==> src/rtl/cmp_ctrl_defines.vh <==
// Constants for the voltage comparator control block
`ifndef CMP_CTRL_DEFINES_VH
`define CMP_CTRL_DEFINES_VH

// Register addresses
`define CMP_ADDR_CONTROL      8'h9b
`define CMP_ADDR_MODE_SELECT  8'h9d
`define CMP_ADDR_INPUT_SELECT 8'h9f

// Reset values
`define CMP_CONTROL_RST       8'h00
`define CMP_MODE_RST          8'h02
`define CMP_INPUT_SEL_RST     8'hff
`define CMP_RDATA_IDLE        8'h00

// Control register fields
`define CMP_CTL_ENABLE_BIT    7
`define CMP_CTL_RESULT_BIT    6
`define CMP_CTL_RISE_BIT      5
`define CMP_CTL_FALL_BIT      4
`define CMP_CTL_PHYST_HI      3
`define CMP_CTL_PHYST_LO      2
`define CMP_CTL_NHYST_HI      1
`define CMP_CTL_NHYST_LO      0
`define CMP_CTL_ENABLE_RST    1'b0

// Mode register fields
`define CMP_MD_RISE_IE_BIT    5
`define CMP_MD_FALL_IE_BIT    4
`define CMP_MD_RESP_HI        1
`define CMP_MD_RESP_LO        0
`define CMP_MD_RESP_RST       2'h2

// Input select fields
`define CMP_MX_NEG_HI         7
`define CMP_MX_NEG_LO         4
`define CMP_MX_POS_HI         3
`define CMP_MX_POS_LO         0
`define CMP_MX_RST            4'hf

// Input select codes
`define CMP_SEL_REGULATOR     4'h8
`define CMP_SEL_PIN_LIMIT     4'h8
`define CMP_SEL_PIN_CNT       8

// Hysteresis codes
`define CMP_HYST_OFF          2'h0
`define CMP_HYST_5MV          2'h1
`define CMP_HYST_10MV         2'h2
`define CMP_HYST_20MV         2'h3

`endif

==> src/rtl/level_sync.v <==
// Two-flip-flop synchroniser for one asynchronous level
`timescale 1ns/100ps
module level_sync (
    // Clock and reset
    input  wire mclk,
    input  wire rst_n,
    // Level
    input  wire async_in,
    output reg  sync_out
);

    reg meta_r;

    always @(posedge mclk) begin
        if (!rst_n) begin
            meta_r   <= 1'b0;
            sync_out <= 1'b0;
        end else begin
            meta_r   <= async_in;
            sync_out <= meta_r;
        end
    end

endmodule

==> src/rtl/cmp_ctrl.v <==
// Control and status registers of the on-chip voltage comparator
//
// Contract
// - Control bit 6 reads the comparator result, high when positive input is higher.
// - Rising edge of the result sets control bit 5 until software writes zero.
// - Falling edge of the result sets control bit 4 until software writes zero.
// - Control bits 3:2 drive the positive hysteresis code: off, 5, 10, 20 mV.
// - Control bits 1:0 drive the negative hysteresis code with the same encoding.
// - Mode bit 5 is the read/write enable of the rising-edge interrupt.
// - Mode bit 4 is the read/write enable of the falling-edge interrupt.
// - Mode bits 7:6 and 3:2 read as zero and ignore writes.
// - Mode bits 1:0 drive response time: 00 fastest, 11 slowest and lowest power.
// - Select bits 7:4 choose negative input: odd pins, regulator, or nothing.
// - Select bits 3:0 choose positive input: even pins, regulator, or nothing.
// - Control bit 7 set enables the comparator; cleared disables it.
// - When disabled the routed output stays low and comparator power is off.
`timescale 1ns/100ps
`include "cmp_ctrl_defines.vh"
module cmp_ctrl (
    // Clock and reset
    input  wire       mclk,
    input  wire       rst_n,
    // Register port
    input  wire [7:0] reg_addr,
    input  wire [7:0] reg_wdata,
    input  wire       reg_wr,
    input  wire       reg_rd,
    output reg  [7:0] reg_rdata,
    // Analog comparator
    input  wire       cmp_raw_output,
    output reg        cmp_power_en,
    output reg  [1:0] cmp_pos_hyst,
    output reg  [1:0] cmp_neg_hyst,
    output reg  [1:0] cmp_response_mode,
    // Input multiplexer selects
    output reg  [7:0] cmp_pos_pin_sel,
    output reg        cmp_pos_regulator_sel,
    output reg  [7:0] cmp_neg_pin_sel,
    output reg        cmp_neg_regulator_sel,
    // Routed output and interrupt
    output reg        cmp_sync_output,
    output reg        cmp_irq
);

    // Register state
    reg        cmp_enable_r;
    reg        cmp_result_r;
    reg        cmp_rise_flag_r;
    reg        cmp_fall_flag_r;
    reg        cmp_rise_irq_en_r;
    reg        cmp_fall_irq_en_r;
    reg  [3:0] cmp_neg_input_sel_r;
    reg  [3:0] cmp_pos_input_sel_r;

    // Next values
    reg        cmp_enable_nxt;
    reg        cmp_result_nxt;
    reg        cmp_rise_flag_nxt;
    reg        cmp_fall_flag_nxt;
    reg  [1:0] cmp_pos_hyst_nxt;
    reg  [1:0] cmp_neg_hyst_nxt;
    reg        cmp_rise_irq_en_nxt;
    reg        cmp_fall_irq_en_nxt;
    reg  [1:0] cmp_response_mode_nxt;
    reg  [3:0] cmp_neg_input_sel_nxt;
    reg  [3:0] cmp_pos_input_sel_nxt;
    reg  [7:0] reg_rdata_nxt;

    // Decode
    reg        wr_control;
    reg        wr_mode;
    reg        wr_input_sel;
    reg        rd_control;
    reg        rd_mode;
    reg        rd_input_sel;

    // Comparator result path
    wire       cmp_sync_q;
    wire       rise_evt;
    wire       fall_evt;

    // Register images
    wire [7:0] control_image;
    wire [7:0] mode_image;
    wire [7:0] input_sel_image;

    // Decoded multiplexer selects
    reg  [7:0] pos_pin_dec;
    reg        pos_reg_dec;
    reg  [7:0] neg_pin_dec;
    reg        neg_reg_dec;
    integer    i;

    // Select code classes
    wire       pos_code_is_pin;
    wire       neg_code_is_pin;

    // Analog-side and interrupt next values
    reg        cmp_power_en_nxt;
    reg        cmp_sync_output_nxt;
    reg        cmp_irq_nxt;

    // Raw output crosses into the clock domain first
    level_sync u_result_sync (
        .mclk     (mclk),
        .rst_n    (rst_n),
        .async_in (cmp_raw_output),
        .sync_out (cmp_sync_q)
    );

    // Address decode; unmapped addresses select nothing
    always @* begin
        wr_control   = 1'b0;
        wr_mode      = 1'b0;
        wr_input_sel = 1'b0;
        rd_control   = 1'b0;
        rd_mode      = 1'b0;
        rd_input_sel = 1'b0;
        if (reg_addr == `CMP_ADDR_CONTROL) begin
            wr_control = reg_wr;
            rd_control = reg_rd;
        end else if (reg_addr == `CMP_ADDR_MODE_SELECT) begin
            wr_mode = reg_wr;
            rd_mode = reg_rd;
        end else if (reg_addr == `CMP_ADDR_INPUT_SELECT) begin
            wr_input_sel = reg_wr;
            rd_input_sel = reg_rd;
        end
    end

    // Edges only counted while the comparator stays powered
    assign rise_evt = cmp_enable_r && cmp_sync_q && !cmp_result_r;
    assign fall_evt = cmp_enable_r && !cmp_sync_q && cmp_result_r;

    // Control register as read
    assign control_image = {cmp_enable_r,
                            cmp_result_r,
                            cmp_rise_flag_r,
                            cmp_fall_flag_r,
                            cmp_pos_hyst,
                            cmp_neg_hyst};

    // Unused mode bits read as zero
    assign mode_image = {2'h0,
                         cmp_rise_irq_en_r,
                         cmp_fall_irq_en_r,
                         2'h0,
                         cmp_response_mode};

    assign input_sel_image = {cmp_neg_input_sel_r, cmp_pos_input_sel_r};

    // Enable bit next state
    always @* begin
        cmp_enable_nxt = cmp_enable_r;
        if (wr_control) begin
            cmp_enable_nxt = reg_wdata[`CMP_CTL_ENABLE_BIT];
        end
    end

    // Hysteresis codes next state
    always @* begin
        cmp_pos_hyst_nxt = cmp_pos_hyst;
        cmp_neg_hyst_nxt = cmp_neg_hyst;
        if (wr_control) begin
            cmp_pos_hyst_nxt = reg_wdata[`CMP_CTL_PHYST_HI:`CMP_CTL_PHYST_LO];
            cmp_neg_hyst_nxt = reg_wdata[`CMP_CTL_NHYST_HI:`CMP_CTL_NHYST_LO];
        end
    end

    // Result follows the synchronised output, low while disabled
    always @* begin
        cmp_result_nxt = cmp_enable_r && cmp_sync_q;
    end

    // Sticky rising flag; a hardware edge beats a same-cycle software write
    always @* begin
        cmp_rise_flag_nxt = cmp_rise_flag_r;
        if (wr_control) begin
            cmp_rise_flag_nxt = reg_wdata[`CMP_CTL_RISE_BIT];
        end
        if (rise_evt) begin
            cmp_rise_flag_nxt = 1'b1;
        end
    end

    // Sticky falling flag, same priority
    always @* begin
        cmp_fall_flag_nxt = cmp_fall_flag_r;
        if (wr_control) begin
            cmp_fall_flag_nxt = reg_wdata[`CMP_CTL_FALL_BIT];
        end
        if (fall_evt) begin
            cmp_fall_flag_nxt = 1'b1;
        end
    end

    // Interrupt enables next state; unused mode bits are not stored
    always @* begin
        cmp_rise_irq_en_nxt = cmp_rise_irq_en_r;
        cmp_fall_irq_en_nxt = cmp_fall_irq_en_r;
        if (wr_mode) begin
            cmp_rise_irq_en_nxt = reg_wdata[`CMP_MD_RISE_IE_BIT];
            cmp_fall_irq_en_nxt = reg_wdata[`CMP_MD_FALL_IE_BIT];
        end
    end

    // Response mode next state
    always @* begin
        cmp_response_mode_nxt = cmp_response_mode;
        if (wr_mode) begin
            cmp_response_mode_nxt = reg_wdata[`CMP_MD_RESP_HI:`CMP_MD_RESP_LO];
        end
    end

    // Input select next state
    always @* begin
        cmp_neg_input_sel_nxt = cmp_neg_input_sel_r;
        cmp_pos_input_sel_nxt = cmp_pos_input_sel_r;
        if (wr_input_sel) begin
            cmp_neg_input_sel_nxt = reg_wdata[`CMP_MX_NEG_HI:`CMP_MX_NEG_LO];
            cmp_pos_input_sel_nxt = reg_wdata[`CMP_MX_POS_HI:`CMP_MX_POS_LO];
        end
    end

    // Codes below the pin limit pick a port pin
    assign pos_code_is_pin = (cmp_pos_input_sel_nxt < `CMP_SEL_PIN_LIMIT);
    assign neg_code_is_pin = (cmp_neg_input_sel_nxt < `CMP_SEL_PIN_LIMIT);

    // Multiplexer decode from the next select values, so outputs track the register
    always @* begin
        pos_pin_dec = 8'h00;
        neg_pin_dec = 8'h00;
        for (i = 0; i < `CMP_SEL_PIN_CNT; i = i + 1) begin
            if (pos_code_is_pin && (cmp_pos_input_sel_nxt == i[3:0])) begin
                pos_pin_dec[i] = 1'b1;
            end
            if (neg_code_is_pin && (cmp_neg_input_sel_nxt == i[3:0])) begin
                neg_pin_dec[i] = 1'b1;
            end
        end
        // Codes above the regulator code connect nothing
        pos_reg_dec = (cmp_pos_input_sel_nxt == `CMP_SEL_REGULATOR);
        neg_reg_dec = (cmp_neg_input_sel_nxt == `CMP_SEL_REGULATOR);
    end

    // Read data for the cycle after the strobe only; idle and unmapped read zero
    always @* begin
        if (rd_control) begin
            reg_rdata_nxt = control_image;
        end else if (rd_mode) begin
            reg_rdata_nxt = mode_image;
        end else if (rd_input_sel) begin
            reg_rdata_nxt = input_sel_image;
        end else begin
            reg_rdata_nxt = `CMP_RDATA_IDLE;
        end
    end

    // Control register
    always @(posedge mclk) begin
        if (!rst_n) begin
            cmp_enable_r          <= `CMP_CTL_ENABLE_RST;
            cmp_rise_flag_r       <= 1'b0;
            cmp_fall_flag_r       <= 1'b0;
            cmp_pos_hyst          <= `CMP_HYST_OFF;
            cmp_neg_hyst          <= `CMP_HYST_OFF;
        end else begin
            cmp_enable_r          <= cmp_enable_nxt;
            cmp_rise_flag_r       <= cmp_rise_flag_nxt;
            cmp_fall_flag_r       <= cmp_fall_flag_nxt;
            cmp_pos_hyst          <= cmp_pos_hyst_nxt;
            cmp_neg_hyst          <= cmp_neg_hyst_nxt;
        end
    end

    // Mode register
    always @(posedge mclk) begin
        if (!rst_n) begin
            cmp_rise_irq_en_r     <= 1'b0;
            cmp_fall_irq_en_r     <= 1'b0;
            cmp_response_mode     <= `CMP_MD_RESP_RST;
        end else begin
            cmp_rise_irq_en_r     <= cmp_rise_irq_en_nxt;
            cmp_fall_irq_en_r     <= cmp_fall_irq_en_nxt;
            cmp_response_mode     <= cmp_response_mode_nxt;
        end
    end

    // Input select register
    always @(posedge mclk) begin
        if (!rst_n) begin
            cmp_neg_input_sel_r   <= `CMP_MX_RST;
            cmp_pos_input_sel_r   <= `CMP_MX_RST;
        end else begin
            cmp_neg_input_sel_r   <= cmp_neg_input_sel_nxt;
            cmp_pos_input_sel_r   <= cmp_pos_input_sel_nxt;
        end
    end

    // Result state and read data
    always @(posedge mclk) begin
        if (!rst_n) begin
            cmp_result_r          <= 1'b0;
            reg_rdata             <= `CMP_RDATA_IDLE;
        end else begin
            cmp_result_r          <= cmp_result_nxt;
            reg_rdata             <= reg_rdata_nxt;
        end
    end

    // Routed output and interrupt use next values so they move with the flags
    always @* begin
        cmp_power_en_nxt    = cmp_enable_nxt;
        cmp_sync_output_nxt = cmp_enable_nxt && cmp_result_nxt;
        cmp_irq_nxt         = (cmp_rise_flag_nxt && cmp_rise_irq_en_nxt) ||
                              (cmp_fall_flag_nxt && cmp_fall_irq_en_nxt);
    end

    // Analog-side and interrupt outputs
    always @(posedge mclk) begin
        if (!rst_n) begin
            cmp_power_en          <= 1'b0;
            cmp_sync_output       <= 1'b0;
            cmp_irq               <= 1'b0;
        end else begin
            cmp_power_en          <= cmp_power_en_nxt;
            cmp_sync_output       <= cmp_sync_output_nxt;
            cmp_irq               <= cmp_irq_nxt;
        end
    end

    // Multiplexer select outputs
    always @(posedge mclk) begin
        if (!rst_n) begin
            cmp_pos_pin_sel       <= 8'h00;
            cmp_pos_regulator_sel <= 1'b0;
            cmp_neg_pin_sel       <= 8'h00;
            cmp_neg_regulator_sel <= 1'b0;
        end else begin
            cmp_pos_pin_sel       <= pos_pin_dec;
            cmp_pos_regulator_sel <= pos_reg_dec;
            cmp_neg_pin_sel       <= neg_pin_dec;
            cmp_neg_regulator_sel <= neg_reg_dec;
        end
    end

endmodule

==> config.mk <==
export PLATFORM = sky130hd
export DESIGN_NAME = cmp_ctrl
export DESIGN_NICKNAME = d
export VERILOG_FILES = /design/src/rtl/level_sync.v /design/src/rtl/cmp_ctrl.v
export VERILOG_INCLUDE_DIRS = /design/src /design/src/rtl
export SDC_FILE = /design/constraint.sdc
export NUM_CORES = 1
export LEC_CHECK = 0
export BUFFER_PORTS_ARGS = -buffer_cell sky130_fd_sc_hd__buf_2
export CAP_MARGIN = 20
export CORE_MARGIN = 1.5
export CORE_UTILIZATION = 55
export DETAILED_ROUTE_END_ITERATION = 8
export PLACE_DENSITY = 0.83
export SLEW_MARGIN = 10
export SYNTH_ARGS = -nofsm -noshare
export SYNTH_HDL_FRONTEND = slang
export SYNTH_HIERARCHICAL = 1
export SYNTH_SLANG_ARGS = --single-unit
==> constraint.sdc <==
create_clock -name mclk -period 4.1 [get_ports mclk]
set_clock_uncertainty 0.05 [all_clocks]
set_input_delay 0.41 -clock mclk [delete_from_list [all_inputs] [get_ports mclk]]
set_output_delay 0.41 -clock mclk [all_outputs]
set_load 0.05 [all_outputs]
==> results.md <==
- Outcome: complete, no violations
- Placed Cells: 317
- Min-delay src: cmp_raw_output
- Crit path arrival time: 2.12 ns
- Reg clk slew, reported paths: 0.08 ns
- Crit-path max FO: 10
- Initial core utilization: 0.574
- Clk sink count: 50
- CTS max path bufs: 2
- Yosys warnings: 6
- Power Internal: 622 µW
- Final Setup Violations: 0
- CTS tree: done
- Vias per inst: 5.83
- Sequential fraction of the synthesis area: 0.476
- Final nets: 297
- Setup TNS: 0 ns
- DRC: 0
- R2R setup slack: 2.85 ns
- Syn Inst Count: 224
- Clock root cell: clkbuf_8
- Commonest non-fill, non-tap cell in the layout: buf_2
- I/O pin count: 56
- H-tree depth: 2
- Mux share of post-synthesis cell area: 0.0858
- Layout cells sized above 1: 0.254
- PD cells: 328 nW/µm²
- GPL Wtd Cong: 0.873
- First-pass GRT wire length: 8.14 mm
- Period minus WS final: 1.94 ns
- Row cnt: 22
- Cell with the largest stage delay on the worst path: or4_1
- WS Path Type: primary input to flip-flop
- XOR/XNOR share of the synthesized area: 0
- Hold WS: 0.282 ns
- Worst Hold Path Cells: 2
- Hold Path End: u_result_sync/meta_r
- Max VDD drop: 0.000220 V
- Crit-path leading delay family: simple AND/OR/NAND/NOR gates
- Reg-to-Reg Start: cmp_power_en
- DR pass1 iterations: 4
- Pwr Total: 806 µW
- Syn-to-layout area delta: 16.9%
- Avg Cell Area, Syn: 9.38 µm²
- Worst-path cell chain: buf_2 -> nand4bb_1 -> or4_1 -> a21oi_1 -> nor2b_2
- Worst Hold Class: primary input to flip-flop
- Largest stage delay, worst path: 0.69 ns
- Top-area cell type share of the netlist area: 0.476
- Complex-gate fraction of the synthesized area: 0.107
- Net Sw Frac: 0.229
- Slew @ Worst Pin: 0.582 ns
- Yosys top cell by area: dfxtp_1
- DIE AREA: 4200 µm²
- Vias in the first global route: 1,762
- WP data required: 4.28 ns
- Largest family of logic cells by synthesized area: simple AND/OR/NAND/NOR gates
- Initial DRC Count: 130
- NetSw: 184 µW
- Synth Area in Simple Gates: 0.298
- Reg2Reg Capture Point: cmp_irq
- P_leak: 1.11 nW
- Clock share of power: 0.329
- Worst setup SP type: primary input
- ANT nets after route: 0
- Routed WL: 5.06 mm
- Period utilisation layout: 0.473
- PortBufs: 55
- HPWL Detailed: 3.61 mm
- Relative max-transition margin: 0.610
- GRT overflow: 0
- #FFs+latches synth: 50
- Initial antenna violation count: 0
- Largest net degree at the start of global routing: 23
- Comb power frac: 0.066
- Post-synthesis cell type count: 45
- Bufs and invs on worst path: 1
- Total global-route track usage: 0.253
- Final hold vios: 0
- Seq pwr share: 0.605
- Final slew viol count: 0
- Design area: 2460 µm²
- Final non-filler cell total: 324
- Core Region: 3660 µm²
- FF-to-FF path depth: 4
- DR WL/cell: 15.6 µm
- Crit. End Element: flip-flop
- Syn nets: 245
- Top post-synthesis cells by area: dfxtp_1 48%, mux2i_1 8.6%, nor2_1 5.0%
- Post-CTS setup buffers: 0
- Die W: 64.8 µm
- Synthesized cell area: 2100 µm²
- RSZ-0062 raised after global routing: no
- # Max-Cap Violations: 0
- Post-cts gate resize count: 0
- Worst-Skew Late Latency: 0.29 ns
- Diode count: 0
- Hold buffer count at cts: 0
- Post-DP Area: 2380 µm²
- Via count: 1,890
- Die Ht: 64.8 µm
- Post-Synth Adder-Cell Area: 0
- Commonest cells after routing, fill and taps aside: 55 x buf_2, 50 x dfxtp_1, 28 x nor2_1
- CTS buffer count: 5
- Fmax: 516 MHz
-- area by class of cell --
type | instances | area [µm²]
Clock buffer | 7 | 76.3
Sequential cell | 50 | 1000
Fill cell | 320 | 1200
Timing Repair Buffer | 55 | 275
Multi-Input combinational cell | 161 | 1030
Tap cell | 48 | 60.1
Inverter | 3 | 11.3
-- flip-flops by register name (all words and copies together) (netlist names) --
register                count
cmp_fall_flag_r             1
cmp_fall_irq_en_r           1
cmp_irq                     1
cmp_neg_hyst                2
cmp_neg_input_sel_r         4
cmp_neg_pin_sel             8
cmp_neg_regulator_sel       1
cmp_pos_hyst                2
cmp_pos_input_sel_r         4
cmp_pos_pin_sel             8
cmp_pos_regulator_sel       1
cmp_power_en                1
cmp_response_mode           2
cmp_result_r                1
cmp_rise_flag_r             1
cmp_rise_irq_en_r           1
cmp_sync_output             1
reg_rdata                   8
u_result_sync/meta_r        1
u_result_sync/sync_out      1
-- power groups by stage --
stage	clock network [mW]	registers (mW)	logic [mW]
final	0.265	0.487	0.0533
after global routing	0.288	0.488	0.0575
after CTS	0.269	0.487	0.0527
after detailed placement	0	0.499	0.0524
after global placement	0	0.499	0.0508
after floorplan	0	0.499	0.0294
-- logic make-up after synthesis --
logic type | after synthesis
compound gates | 32
buf+inv | 13
flops | 50
mux | 18
simple gates | 111
-- synth_stat cells (all sizes together) --
library cell and instances:
and3b 3, clkbuf 4, nand4b 1, or3 1, a21oi 12, o211ai 2
a31oi 1, or4 2, nand4bb 1, a21boi 1, and4bb 1, nor4 4
a22oi 2, a311o 2, and3 3, nor3 10, mux2i 18, nor2 28
o311ai 2, dfxtp 50, o41ai 2, nand3b 2, nand4 6, o21a 1
a21o 2, nand2b 1, o2111ai 2, inv 3, and2 4, a311oi 1
nor2b 15, o32ai 2, buf 6, nand2 20, nand3 9
-- metrics by stage --
stage	utilization	worst slack (ns)
finish	0.671	2.16
detailed placement	0.650	1.88
CTS	0.671	2.19
global route	0.671	2.07
global placement	0.650	1.98
floorplan	-	2.48
-- layer usage --
layer	GRT usage	vias up	wire, µm
met5	0	-	0
met4	0.0691	0	69
met3	0.0573	10	395
met2	0.443	95	2490
met1	0.310	880	2110
li1	-	905	-
-- worst reg2reg max path: cells and delay by family, from the launching register on --
family          cells  cell delay, ns
compound gates      3            0.53
flops               1            0.36
simple gates        1            0.21
-- how the worst max path moves through the flow --
stage	slack, ns	cells past startpoint	startpoint	endpoint
final	2.16	5	reg_addr[6]	cmp_pos_pin_sel[6]
after global routing	2.07	5	reg_addr[6]	cmp_neg_pin_sel[6]
after CTS	2.19	5	reg_addr[6]	cmp_pos_pin_sel[6]
after detailed placement	1.88	5	reg_addr[6]	cmp_pos_pin_sel[6]
after global placement	1.98	5	reg_addr[6]	cmp_irq
after floorplan	2.48	5	reg_addr[6]	cmp_neg_pin_sel[7]
(Power assumes the default switching activity.)
